===== config.mk =====
export PLATFORM = sky130hd
export DESIGN_NAME = crs_ctrl_regs
export DESIGN_NICKNAME = d
export VERILOG_FILES = /design/src/crs_pkg.sv /design/src/crs_ctrl_regs.sv
export SDC_FILE = /design/constraint.sdc
export NUM_CORES = 1
export LEC_CHECK = 0
export ABC_AREA = 1
export BUFFER_PORTS_ARGS = -buffer_cell sky130_fd_sc_hd__buf_2
export CAP_MARGIN = 15
export CORE_AREA = 4 4 300 155
export DETAILED_ROUTE_END_ITERATION = 10
export DIE_AREA = 0 0 304 159
export SETUP_SLACK_MARGIN = 0.05
export SKIP_CTS_REPAIR_TIMING = 1
export SLEW_MARGIN = 20
export SYNTH_ARGS = -nofsm -noshare
export SYNTH_HDL_FRONTEND = slang
export SYNTH_SLANG_ARGS = --single-unit

===== constraint.sdc =====
create_clock -name ref_clk_in -period 8.29 [get_ports ref_clk_in]
set_input_delay 0.4145 -clock ref_clk_in [delete_from_list [all_inputs] [get_ports ref_clk_in]]
set_output_delay 0.4145 -clock ref_clk_in [all_outputs]
set_load 0.005 [all_outputs]

===== src/crs_pkg.sv =====
package crs_pkg;
    // Register indices
    localparam logic [7:0] IDX_MEM_TEST = 8'h05;
    localparam logic [7:0] IDX_FS_WORD0 = 8'h06;
    localparam logic [7:0] IDX_FS_WORD1 = 8'h07;
    localparam logic [7:0] IDX_FS_WORD2 = 8'h08;
    localparam logic [7:0] IDX_FS_WORD3 = 8'h09;
    localparam logic [7:0] IDX_UC_ADDR_LOW = 8'h0C;
    localparam logic [7:0] IDX_UC_ADDR_HIGH = 8'h0D;
    localparam logic [7:0] IDX_UC_DATA_PORT = 8'h0E;
    localparam logic [7:0] IDX_VENDOR_PORT = 8'h0F;
    localparam logic [7:0] IDX_CROP_START_X = 8'h10;
    localparam logic [7:0] IDX_CROP_START_Y = 8'h11;
    localparam logic [7:0] IDX_CROP_END_X = 8'h12;
    localparam logic [7:0] IDX_CROP_END_Y = 8'h13;
    localparam logic [7:0] IDX_CAPT_WIDTH = 8'h14;
    localparam logic [7:0] IDX_CAPT_HEIGHT = 8'h15;
    // Field positions in mem_test_control and uc_dram_addr_high
    localparam int MT_TEST_EN_BIT = 7;
    localparam int MT_HOLD_BIT = 6;
    localparam int MT_SREF_BIT = 5;
    localparam int MT_DELAY_BIT = 4;
    localparam int MT_SEL_LSB = 0;
    localparam int AH_DIR_BIT = 8;
    // Writable bit masks
    localparam logic [15:0] MT_MASK = 16'h00F7;
    // Reset values
    localparam logic [15:0] RST_WORD = 16'h0000;
    localparam logic [20:0] RST_OFS = 21'h00_0000;
    // Vendor string capacity in 16-bit words (128 bytes)
    localparam int VENDOR_BYTES = 128;
    localparam logic [6:0] VENDOR_WORDS = 7'(VENDOR_BYTES / 2);
    // Fast serial bit time
    localparam int CLK_PERIOD_NS = 40;
    localparam int FS_BIT_TIME_NS = 2500;
    localparam logic [5:0] FS_BIT_CYCLES = 6'(FS_BIT_TIME_NS / CLK_PERIOD_NS);
    localparam logic [4:0] FS_LAST_BIT = 5'h1F;
    // Fast serial engine states
    typedef enum logic [1:0] {
        FS_IDLE = 2'b01,
        FS_SHIFT = 2'b10
    } crs_fs_state_t;
endpackage


===== src/crs_ctrl_regs.sv =====
// Contract
// - Bit 7 enables memory controller test mode
// - Bit 6 holds DRAM controller operation
// - Bit 5 puts SDRAM into self refresh
// - Bit 4 delay test, only in test mode
// - Bits 2-0 select memory test function
// - Data pattern bits at even positions
// - Clock pattern bits at odd positions
// - Writing word3 shifts 32 bits, LSB first
// - 21-bit DRAM word offset across two registers
// - High bit 8 sets DRAM transfer direction
// - Data port carries one 16-bit word
// - Vendor port write-only, 128 bytes maximum
// - Vendor port refuses USB accesses
// - Crop start X counted from HS end
// - Crop start Y counted from VS end
// - Crop end X; later pixels dropped
// - Crop end Y; later lines dropped
// - Accumulator drops pixels and lines evenly
// - Enable bit picks fast or direct pins
// - One bit pair every 62 clocks (2.48 us)
// - Sync polarity defines inactive edges
`timescale 1ns/10ps
`default_nettype none
module crs_ctrl_regs
    import crs_pkg::*;
(
    // Clock and reset
    input wire logic ref_clk_in,
    input wire logic reset_n_in,
    // Register port
    input wire logic [7:0] reg_index_in,
    input wire logic [15:0] reg_wdata_in,
    input wire logic reg_wr_in,
    input wire logic reg_rd_in,
    input wire logic reg_from_usb_in,
    output logic [15:0] reg_rdata_out,
    // Memory controller controls
    output logic memctl_test_mode_out,
    output logic dram_hold_out,
    output logic self_refresh_enable_out,
    output logic sdram_delay_test_out,
    output logic [2:0] memctl_test_select_out,
    // Serial bus
    input wire logic fast_serial_write_enable_in,
    input wire logic direct_data_release_in,
    input wire logic direct_clock_release_in,
    output logic serial_data_pin_out,
    output logic serial_data_pin_oe_out,
    output logic serial_clock_pin_out,
    output logic serial_clock_pin_oe_out,
    output logic fast_serial_busy_out,
    // DRAM access port
    output logic dram_req_out,
    output logic dram_we_out,
    output logic [20:0] dram_addr_out,
    output logic [15:0] dram_wdata_out,
    input wire logic dram_ack_in,
    input wire logic [15:0] dram_rdata_in,
    // Vendor string sink
    output logic vendor_wr_out,
    output logic [15:0] vendor_data_out,
    output logic vendor_full_out,
    // Video timing and crop results
    input wire logic pix_valid_in,
    input wire logic horizontal_sync_in,
    input wire logic vertical_sync_in,
    input wire logic hsync_pol_in,
    input wire logic vsync_pol_in,
    output logic line_keep_out,
    output logic pixel_keep_out
);

    // All block state in one record
    typedef struct packed {
        logic [15:0] mtc;
        logic [15:0] fs0;
        logic [15:0] fs1;
        logic [15:0] fs2;
        logic [15:0] fs3;
        crs_fs_state_t fst;
        logic [4:0] fsbit;
        logic [5:0] fstick;
        logic sda_oe;
        logic scl_oe;
        logic [20:0] ofs;
        logic dir;
        logic [15:0] dbuf;
        logic req;
        logic we;
        logic [20:0] dadr;
        logic [15:0] wdat;
        logic [6:0] vcnt;
        logic vwr;
        logic [15:0] vdat;
        logic [11:0] sx;
        logic [11:0] ex;
        logic [10:0] sy;
        logic [10:0] ey;
        logic [10:0] cw;
        logic [10:0] ch;
        logic [15:0] rdata;
        logic hs_d;
        logic vs_d;
        logic [11:0] xc;
        logic [10:0] yc;
        logic [11:0] xacc;
        logic [10:0] yacc;
        logic line_keep;
        logic pix_keep;
    } crs_state_t;

    // Registered state and its next value
    crs_state_t s_q;
    crs_state_t s_d;
    // Decoded helpers
    logic [31:0] data_pat;
    logic [31:0] clk_pat;
    logic wr;
    logic rd;
    logic hs_end;
    logic vs_end;
    logic [12:0] xsum;
    logic [11:0] ysum;
    logic [11:0] xspan;
    logic [10:0] yspan;
    logic [11:0] xbase;
    logic [10:0] ynext;

    // Unpack the interleaved pattern bits of the four words
    always_comb begin
        for (int n = 0; n < 8; n++) begin
            data_pat[n] = s_q.fs0[2 * n];
            data_pat[n + 8] = s_q.fs1[2 * n];
            data_pat[n + 16] = s_q.fs2[2 * n];
            data_pat[n + 24] = s_q.fs3[2 * n];
            clk_pat[n] = s_q.fs0[2 * n + 1];
            clk_pat[n + 8] = s_q.fs1[2 * n + 1];
            clk_pat[n + 16] = s_q.fs2[2 * n + 1];
            clk_pat[n + 24] = s_q.fs3[2 * n + 1];
        end
    end

    // Access strobes and inactive sync edges
    assign wr = reg_wr_in;
    assign rd = reg_rd_in;
    assign hs_end = (s_q.hs_d == hsync_pol_in) && (horizontal_sync_in != hsync_pol_in);
    assign vs_end = (s_q.vs_d == vsync_pol_in) && (vertical_sync_in != vsync_pol_in);

    // Window spans for the accumulators
    assign xspan = s_q.ex - s_q.sx;
    assign yspan = s_q.ey - s_q.sy;

    // Next-state logic
    always_comb begin
        s_d = s_q;
        // Pulses and scratch sums default low
        s_d.vwr = 1'b0;
        s_d.pix_keep = 1'b0;
        xsum = 13'h0000;
        ysum = 12'h000;
        xbase = 12'h000;
        ynext = 11'h000;

        // Register writes
        if (wr) begin
            unique case (reg_index_in)
                IDX_MEM_TEST: s_d.mtc = reg_wdata_in & MT_MASK;
                IDX_FS_WORD0: s_d.fs0 = reg_wdata_in;
                IDX_FS_WORD1: s_d.fs1 = reg_wdata_in;
                IDX_FS_WORD2: s_d.fs2 = reg_wdata_in;
                IDX_FS_WORD3: s_d.fs3 = reg_wdata_in;
                IDX_UC_ADDR_LOW: s_d.ofs[15:0] = reg_wdata_in;
                IDX_UC_ADDR_HIGH: begin
                    s_d.ofs[20:16] = reg_wdata_in[4:0];
                    s_d.dir = reg_wdata_in[AH_DIR_BIT];
                end
                IDX_CROP_START_X: s_d.sx = reg_wdata_in[11:0];
                IDX_CROP_START_Y: s_d.sy = reg_wdata_in[10:0];
                IDX_CROP_END_X: s_d.ex = reg_wdata_in[11:0];
                IDX_CROP_END_Y: s_d.ey = reg_wdata_in[10:0];
                IDX_CAPT_WIDTH: s_d.cw = reg_wdata_in[10:0];
                IDX_CAPT_HEIGHT: s_d.ch = reg_wdata_in[10:0];
                default: ;
            endcase
        end

        // Vendor string port: micro only, capped at 128 bytes
        if (wr && reg_index_in == IDX_VENDOR_PORT && !reg_from_usb_in) begin
            if (s_q.vcnt != VENDOR_WORDS) begin
                s_d.vwr = 1'b1;
                s_d.vdat = reg_wdata_in;
                s_d.vcnt = s_q.vcnt + 7'h01;
            end
        end

        // Read data mux; reserved bits read zero
        if (rd) begin
            unique case (reg_index_in)
                IDX_MEM_TEST: s_d.rdata = s_q.mtc;
                IDX_FS_WORD0: s_d.rdata = s_q.fs0;
                IDX_FS_WORD1: s_d.rdata = s_q.fs1;
                IDX_FS_WORD2: s_d.rdata = s_q.fs2;
                IDX_FS_WORD3: s_d.rdata = s_q.fs3;
                IDX_UC_ADDR_LOW: s_d.rdata = s_q.ofs[15:0];
                IDX_UC_ADDR_HIGH: s_d.rdata = {7'h00, s_q.dir, 3'h0, s_q.ofs[20:16]};
                IDX_UC_DATA_PORT: s_d.rdata = s_q.dbuf;
                IDX_CROP_START_X: s_d.rdata = {4'h0, s_q.sx};
                IDX_CROP_START_Y: s_d.rdata = {5'h00, s_q.sy};
                IDX_CROP_END_X: s_d.rdata = {4'h0, s_q.ex};
                IDX_CROP_END_Y: s_d.rdata = {5'h00, s_q.ey};
                IDX_CAPT_WIDTH: s_d.rdata = {5'h00, s_q.cw};
                IDX_CAPT_HEIGHT: s_d.rdata = {5'h00, s_q.ch};
                default: s_d.rdata = 16'h0000;
            endcase
        end

        // DRAM port: a finished transfer advances the offset
        if (s_q.req && dram_ack_in) begin
            s_d.req = 1'b0;
            s_d.ofs = s_q.ofs + 21'h00_0001;
            if (!s_q.we) begin
                s_d.dbuf = dram_rdata_in;
            end
        end else if (!s_q.req) begin
            // A new transfer starts only while the port is free
            // Write mode: each data-port write stores one word
            if (wr && reg_index_in == IDX_UC_DATA_PORT && s_q.dir) begin
                s_d.req = 1'b1;
                s_d.we = 1'b1;
                s_d.dadr = s_q.ofs;
                s_d.wdat = reg_wdata_in;
            end else if ((!s_q.dir && rd && reg_index_in == IDX_UC_DATA_PORT) ||
                         (wr && reg_index_in == IDX_UC_ADDR_HIGH &&
                          !reg_wdata_in[AH_DIR_BIT])) begin
                // Read mode: selecting it or reading the port prefetches,
                // so the following read finds its word already buffered
                s_d.req = 1'b1;
                s_d.we = 1'b0;
                s_d.dadr = (wr ? {reg_wdata_in[4:0], s_q.ofs[15:0]} : s_q.ofs);
            end
        end

        // Fast serial engine
        unique case (s_q.fst)
            FS_IDLE: begin
                // Direct controls own the pins while idle
                s_d.sda_oe = !direct_data_release_in;
                s_d.scl_oe = !direct_clock_release_in;
            end
            FS_SHIFT: begin
                // Pull low for a zero bit, release for a one
                s_d.sda_oe = !data_pat[s_q.fsbit];
                s_d.scl_oe = !clk_pat[s_q.fsbit];
                if (s_q.fstick == FS_BIT_CYCLES - 6'h01) begin
                    s_d.fstick = 6'h00;
                    // Bit time over: next bit, or back to idle after the last
                    if (s_q.fsbit == FS_LAST_BIT) begin
                        s_d.fst = FS_IDLE;
                    end else begin
                        s_d.fsbit = s_q.fsbit + 5'h01;
                    end
                end else begin
                    s_d.fstick = s_q.fstick + 6'h01;
                end
            end
        endcase

        // Enable low aborts at once; a word3 write restarts the shift
        if (!fast_serial_write_enable_in) begin
            s_d.fst = FS_IDLE;
        end else if (wr && reg_index_in == IDX_FS_WORD3) begin
            s_d.fst = FS_SHIFT;
            s_d.fsbit = 5'h00;
            s_d.fstick = 6'h00;
        end

        // Sync history and position counters
        s_d.hs_d = horizontal_sync_in;
        s_d.vs_d = vertical_sync_in;
        ynext = s_q.yc + 11'h001;

        // Field boundaries restart both counters; line boundaries restart xc and advance yc
        if (vs_end) begin
            s_d.yc = 11'h000;
            s_d.xc = 12'h000;
            s_d.line_keep = 1'b0;
        end else if (hs_end) begin
            s_d.yc = ynext;
            s_d.xc = 12'h000;
            // A new line: decide whether it is kept
            if (ynext >= s_q.sy && ynext <= s_q.ey) begin
                // Vertical accumulator: keep height of span lines
                ysum = {1'b0, (ynext == s_q.sy) ? 11'h000 : s_q.yacc} + {1'b0, s_q.ch};
                if (ysum >= {1'b0, yspan}) begin
                    s_d.line_keep = 1'b1;
                    s_d.yacc = 11'(ysum - {1'b0, yspan});
                end else begin
                    s_d.line_keep = 1'b0;
                    s_d.yacc = ysum[10:0];
                end
            end else begin
                s_d.line_keep = 1'b0;
            end
        end else if (pix_valid_in) begin
            // One pixel per valid cycle, counted from the line start
            s_d.xc = s_q.xc + 12'h001;
            if (s_q.line_keep && s_q.xc >= s_q.sx && s_q.xc <= s_q.ex) begin
                // Horizontal accumulator: keep width of span pixels
                xbase = (s_q.xc == s_q.sx) ? 12'h000 : s_q.xacc;
                xsum = {1'b0, xbase} + {2'b00, s_q.cw};
                if (xsum >= {1'b0, xspan}) begin
                    s_d.pix_keep = 1'b1;
                    s_d.xacc = 12'(xsum - {1'b0, xspan});
                end else begin
                    s_d.xacc = xsum[11:0];
                end
            end
        end
    end

    // State register
    always_ff @(posedge ref_clk_in or negedge reset_n_in) begin
        if (!reset_n_in) begin
            s_q <= '0;
            s_q.fst <= FS_IDLE;
            s_q.mtc <= RST_WORD;
            s_q.ofs <= RST_OFS;
        end else begin
            s_q <= s_d;
        end
    end

    // Memory controller control outputs
    assign memctl_test_mode_out = s_q.mtc[MT_TEST_EN_BIT];
    assign dram_hold_out = s_q.mtc[MT_HOLD_BIT];
    assign self_refresh_enable_out = s_q.mtc[MT_SREF_BIT];
    assign sdram_delay_test_out = s_q.mtc[MT_DELAY_BIT] & s_q.mtc[MT_TEST_EN_BIT];
    assign memctl_test_select_out = s_q.mtc[MT_SEL_LSB +: 3];

    // Open-drain serial pins: only ever pull low
    assign serial_data_pin_out = 1'b0;
    assign serial_clock_pin_out = 1'b0;
    assign serial_data_pin_oe_out = s_q.sda_oe;
    assign serial_clock_pin_oe_out = s_q.scl_oe;
    assign fast_serial_busy_out = (s_q.fst == FS_SHIFT);

    // Remaining outputs
    assign reg_rdata_out = s_q.rdata;

    // DRAM request outputs
    assign dram_req_out = s_q.req;
    assign dram_we_out = s_q.we;
    assign dram_addr_out = s_q.dadr;
    assign dram_wdata_out = s_q.wdat;

    // Vendor sink and crop results
    assign vendor_wr_out = s_q.vwr;
    assign vendor_data_out = s_q.vdat;
    assign vendor_full_out = (s_q.vcnt == VENDOR_WORDS);
    assign line_keep_out = s_q.line_keep;
    assign pixel_keep_out = s_q.pix_keep;

endmodule
`default_nettype wire


== Word level (Yosys, flattened, before mapping) ==
Cells that the tools add are included.
Storage, ports and cells
  memory bits (read-only): 0
  bits in writable memories: 0
  latch bits: 0
  memories kept: 0
  word-level logic and storage cells: 184
  input bits: 54
  output and inout port bits: 87
  flip-flop bits (word level): 321
Cells by class
  reduce and logical (&&, ||, !) cells: 50
  shifts and indexed selects: 0
  bitwise operators: 6
  add/sub/neg operators: 12
  divide/modulo/power cells: 0
  multiply operators: 0
  equal/unequal tests: 30
  magnitude comparators: 7
  mux-type cells: 43
Operators by type and width (count)
  one-hot mux 16 bit (14 select lines): 1
  2-to-1 mux 23 bit: 3
  2-to-1 mux 12 bit: 5
  equality test 8 x 4 -> 1 bit, second input constant: 6
  equality test 8 x 5 -> 1 bit, second input constant: 6
  2-to-1 mux 21 bit: 2
  2-to-1 mux 39 bit: 1
  2-to-1 mux 17 bit: 2
  2-to-1 mux 11 bit: 3
  2-to-1 mux 16 bit: 2
  AND reduction 2 bit: 16
  2-to-1 mux 13 bit: 2
  equality test 8 x 3 -> 1 bit, second input constant: 3
  subtractor 12 bit: 2
  2-to-1 mux 22 bit: 1
  subtractor 11 bit: 2
  adder 21 x 1 -> 21 bit, second input constant: 1
  logical AND 1 bit: 15
  adder 12 x 11 -> 13 bit: 1
  greater-or-equal comparator 13 x 12 -> 1 bit: 1
  adder 11 x 11 -> 12 bit: 1
  adder 12 x 1 -> 12 bit, second input constant: 1
  equality test 12 bit: 1
  greater-or-equal comparator 12 x 11 -> 1 bit: 1
  other kinds (34): 69

== Depth between registers and ports, before layout ==
  depth in word-level cells: 9
  gate-level depth with buffers: 35
  gate-level depth less buffers: 33

== Worst setup path before layout ==
OpenSTA, ideal clock, no wires.
  kind: register to register
  start: register s_q[25] (netlist name)
  end: register s_q[10] (netlist name)
  stages on the path, launching flop included: 35
  library setup time: 117 ps
  clock period less this slack: 4798 ps
  required time: 8173 ps
  arrival time: 4681 ps
  buffers on the path: 1
  path slack: 3492 ps
  path through: dfrtp_1 -> ha_1 -> nand3_1 -> nor3_1 -> nand3_1 -> nor2_1 -> nand2_1 -> xor2_1 -> inv_1 -> ha_1 -> nand3_1 -> nand3b_1 -> clkbuf_1 -> nand2_1 -> inv_1 -> ha_1 -> nand2_1 -> inv_1 -> o21ai_0 -> nand3_1 -> nand2_1 -> nand2_1 -> xor2_1 -> inv_1 -> ha_1 -> nand2_1 -> inv_1 -> a21boi_0 -> nand3_1 -> nand2_1 -> nand2_1 -> nor2_1 -> nand2_1 -> nand3_1 -> nand2_1
Between the ends
  cells in the longest elaborated chain, start to end: 6
  elaborated cells between the ends (all ways): 11
  classes of those cells: add/sub (3); order compare (3); eq/ne (1); mux (2); reduce/logical (2)
RTL lines
  from (decl): line crs_ctrl_regs.sv:114  | crs_state_t s_q;
  adder 11 x 1 -> 11 bit *: line crs_ctrl_regs.sv:281  | ynext = s_q.yc + 11'h001;
  equality test 11 bit: line crs_ctrl_regs.sv:294  | ysum = {1'b0, (ynext == s_q.sy) ? 11'h000 : s_q.yacc} + {1'b0, s_q.ch};
  2-to-1 mux 11 bit: line crs_ctrl_regs.sv:294
  adder 11 x 11 -> 12 bit: line crs_ctrl_regs.sv:294
  subtractor 11 bit or greater-or-equal comparator 12 x 11 -> 1 bit (tied branches): line crs_ctrl_regs.sv:297, crs_ctrl_regs.sv:295
  2-to-1 mux 12 bit: line crs_ctrl_regs.sv:295  | if (ysum >= {1'b0, yspan}) begin
Mark *: on every way between the ends. The rest lies on a longest branch, timed or not.
A chain may end at the register's enable or synchronous reset.

== Final worst setup path ==
  start: register s_q[25] (netlist name)
  end: register s_q[7] (netlist name)
The elaborated chain is that of the path after synthesis.

==> summary.md <==
| Metric | Value |
|---|---|
| Prevailing post-synth register cell | `dfrtp_1` |
| Sink Count | `321` |
| Top cells by area, synth | `dfrtp_1 39%, nand2_1 14%, ha_1 7.4%, o21ai_0 6.5%, inv_1 5.5%` |
| Die Wd | `roughly 300 um` |
| Finish-stage setup viols | `0` |
| Worst Tran Pin Value | `1040 ps` |
| Worst path max stage delay | `460 ps` |
| N_diodes | `0` |
| Syn Inst Count | `about 2700` |
| First-pass GRT wire length | `101000 um` |
| Htree depth | `1` |
| Yosys top cell area share | `0.392` |
| Port Buffers | `138` |
| CTS clk-pin slew, worst paths | `80 ps` |
| Fraction of registers with async set/reset | `1.00` |
| Total grt overflow | `0` |
| Synthesized cell area | `between 20000 and 25000 um2` |
| HPWL after DPL | `47800 um` |
| Status | `finished clean` |
| Drt drc | `0` |
| Placement Cell Area | `21000 um2` |
| Synth area leader | `dfrtp_1` |
| Setup_tns | `0 ps` |
| EDFF count, synth | `0` |
| Area growth, synth to finish | `8.16%` |
| Fin crit share | `0.689` |
| Starting Density | `0.470` |
| Fillcell total | `roughly 4400` |
| # nets final | `around 2900` |
| Via count | `around 18000` |
| Layout cell share with drive strength beyond 1 | `0.0978` |
| Min-delay worst type | `in -> reg` |
| Vias per cell | `5.39` |
| Min Tclk post-route | `5710 ps` |
| Yosys cell types | `59` |
| Max Slew Vio Count | `0` |
| Synthesized flop and latch total | `~320` |
| Final Wtd Congestion | `0.951` |
| F_max | `175 MHz` |
| Antenna viol nets, final | `0` |
| Largest net degree at the start of global routing | `76` |
| Vias in the first global route | `17500` |
| CP Capture Type | `flop` |
| Seq/Total Area, Yosys | `0.394` |
| Critical Path Slowest Stage Cell | `fa_1` |
| PD cells | `around 210 nW/um2` |
| Slew headroom | `0.302` |
| Most used cell, CP | `nand2_1` |
| Critical path buffers and inverters | `4` |
| Final wirelength | `roughly 64000 um` |
| Max IR drop VDD | `roughly 0.22 mV` |
| Die Ht | `roughly 160 um` |
| Clock Latency Late Sink | `approximately 620 ps` |
| Overall routing resource usage | `0.262` |
| Die ar. | `48300 um2` |
| Deepest clock path buffer count | `3` |
| Detailed Routing Iterations Pass 1 | `6` |
| DRT iter0 DRCs | `1841` |
| Startpoint types | `flop` |
| CP max FO | `12` |
| # IOs | `141` |
| Core area | `43400 um2` |
| Final Cell Area | `22100 um2` |
| Final Hold Fails | `0` |
| Cell row count | `between 50 and 60` |
| Required time of the worst setup path | `about 8800 ps` |
| WS Path Type | `reg -> reg` |
| Syn avg cell area | `7.54 um2` |
| Max Clock Skew | `24.8 ps` |
| CTS tree | `done` |
| Num CTS Buffers | `31` |
| Max-cap violations | `0` |
| Crit path DAT | `around 6200 ps` |
| Antenna violations before repair | `3` |
| Synth Warn # | `0` |
| Clock Tree Root | `clkbuf_16` |
| Cell family with most CP delay | `simple AND/OR/NAND/NOR gates` |
| Leak | `11.5 nW` |
| RSZ-0062 raised after global routing | `no` |
| Wire per inst | `19.2 um` |
## per-layer routing
layer | vias to the layer above | global-route usage | share of wire
met1 | 8557 | 0.381 | 0.47
met3 | 100 | 0.0557 | 0.080
met2 | 585 | 0.399 | 0.43
met4 | 0 | 0.0636 | 0.025
li1 | 8820 | - | -
met5 | - | 0 | 0
## cell families (layout without fill, tap and decap cells)
kind of cell / after synthesis / in the layout / synth area share
flops: 321 / 321 / 0.394
other cells: 1 / 2 / 0.000184
simple gates: 1189 / 1189 / 0.246
buf+inv: 466 / 517 / 0.103
compound gates: 521 / 521 / 0.141
fa+ha+maj: 126 / 126 / 0.0795
xor+xnor: 75 / 75 / 0.0322
mux: 9 / 9 / 0.00497
## cells in the mapped netlist, types with 14 or more instances
| library cell | count |
|---|---|
| o22ai_1 | 14 |
| nand2_1 | 771 |
| buf_2 | 18 |
| nor3_1 | 29 |
| xnor2_1 | 17 |
| buf_4 | 74 |
| nand4_1 | 49 |
| o21ai_2 | 21 |
| clkbuf_1 | 59 |
| o21ai_1 | 20 |
| inv_1 | 299 |
| xor2_1 | 58 |
| nand3_1 | 134 |
| a21oi_1 | 137 |
| ha_1 | 120 |
| o21ai_0 | 267 |
| nor2_1 | 156 |
| dfrtp_1 | 320 |
## flip-flops by register name, indices dropped and copies added, names as in the netlist
signal                   count
pixel_keep_out               1
reg_rdata_out               16
serial_data_pin_oe_out       1
line_keep_out                1
memctl_test_mode_out         1
clk_pat                     32
dram_req_out                 1
vendor_data_out             16
self_refresh_enable_out      1
s_q                        175
dram_hold_out                1
dram_addr_out               21
vendor_wr_out                1
data_pat                    32
dram_wdata_out              16
dram_we_out                  1
memctl_test_select_out       3
serial_clock_pin_oe_out      1
## final timing paths
check	start	endpoint	slack, ps	cells past startpoint
min	dram_rdata_in[2]	s_q[199]	30	2
max	s_q[25]	s_q[7]	2580	32
min in group asynchronous	reset_n_in	s_q[11]	370	2
max in group asynchronous	reset_n_in	s_q[107]	6490	3
max reg2reg	s_q[25]	s_q[7]	2580	32
min reg2reg	s_q[157]	s_q[157]	470	1
## through the flow
stage	power (mW)	util	hold WS (ps)	worst slack [ps]	instances
floorplan	2.77	-	119	3490	2709
global placement	3.18	0.483	439	2700	3288
detailed placement	3.16	0.483	440	2610	3288
CTS	4.67	0.507	-205	2590	3344
global route	4.96	0.508	8.02	1950	3348
finish	4.66	0.508	27.5	2580	3348
## report_power, final
group	total, mW	switching, mW	internal [mW]
logic	1.38	0.915	0.466
clock network	1.50	0.675	0.828
registers	1.78	0.108	1.67
total	4.66	1.70	2.96
## layout by cell type (no fill, tap or decap), types with 4 or more instances in the layout
| cell type | netlist | routed |
|---|---|---|
| nand3b_1 | 12 | 12 |
| or2_2 | 5 | 5 |
| nand3_1 | 134 | 134 |
| o22ai_1 | 14 | 14 |
| nor2_1 | 156 | 155 |
| o21bai_1 | 7 | 7 |
| buf_2 | 18 | 137 |
| clkinv_2 | 1 | 8 |
| dlygate4sd3_1 | 0 | 4 |
| o211ai_1 | 4 | 4 |
| mux2_2 | 9 | 9 |
| nor3_1 | 29 | 29 |
| nand2_1 | 771 | 771 |
| nand2_2 | 4 | 4 |
| buf_4 | 74 | 12 |
| nor2_4 | 4 | 4 |
| nor4_1 | 4 | 4 |
| clkbuf_8 | 0 | 5 |
| dfrtp_1 | 320 | 320 |
| clkbuf_1 | 59 | 6 |
| nor2_2 | 3 | 4 |
| a22oi_1 | 12 | 12 |
| xor2_1 | 58 | 58 |
| a211oi_1 | 4 | 4 |
| o21ai_1 | 20 | 20 |
| a31oi_1 | 8 | 8 |
| clkbuf_16 | 0 | 31 |
| a21o_1 | 5 | 5 |
| a21oi_1 | 137 | 137 |
| inv_2 | 6 | 6 |
| o21a_1 | 7 | 7 |
| nor3_2 | 5 | 5 |
| o21ai_2 | 21 | 21 |
| o21ai_0 | 267 | 267 |
| nand4_1 | 49 | 49 |
| fa_1 | 6 | 6 |
| ha_1 | 120 | 120 |
| inv_1 | 299 | 299 |
| xnor2_1 | 17 | 17 |
## cell type report
cell class	instances	area, um2	share of cell area
clock buffers	42	867	0.0393
well taps	588	736	0.0333
flip-flops and latches	321	8030	0.364
inverters	307	1150	0.0523
multi-input cells	1922	10300	0.466
clock inverters	14	168	0.00760
repair buffers	154	831	0.0376
## worst register-to-register path, delay by kind of cell, from the launching register on
kind	cells	cell delay [ps]
AOI/OAI and AO/OA	1	160
buffers and inverters	4	250
xor gates and xnor gates	2	380
DFF	1	430
adders and majority gates	5	1520
and+or+nand+nor	20	2850
(Power assumes the default switching activity.)
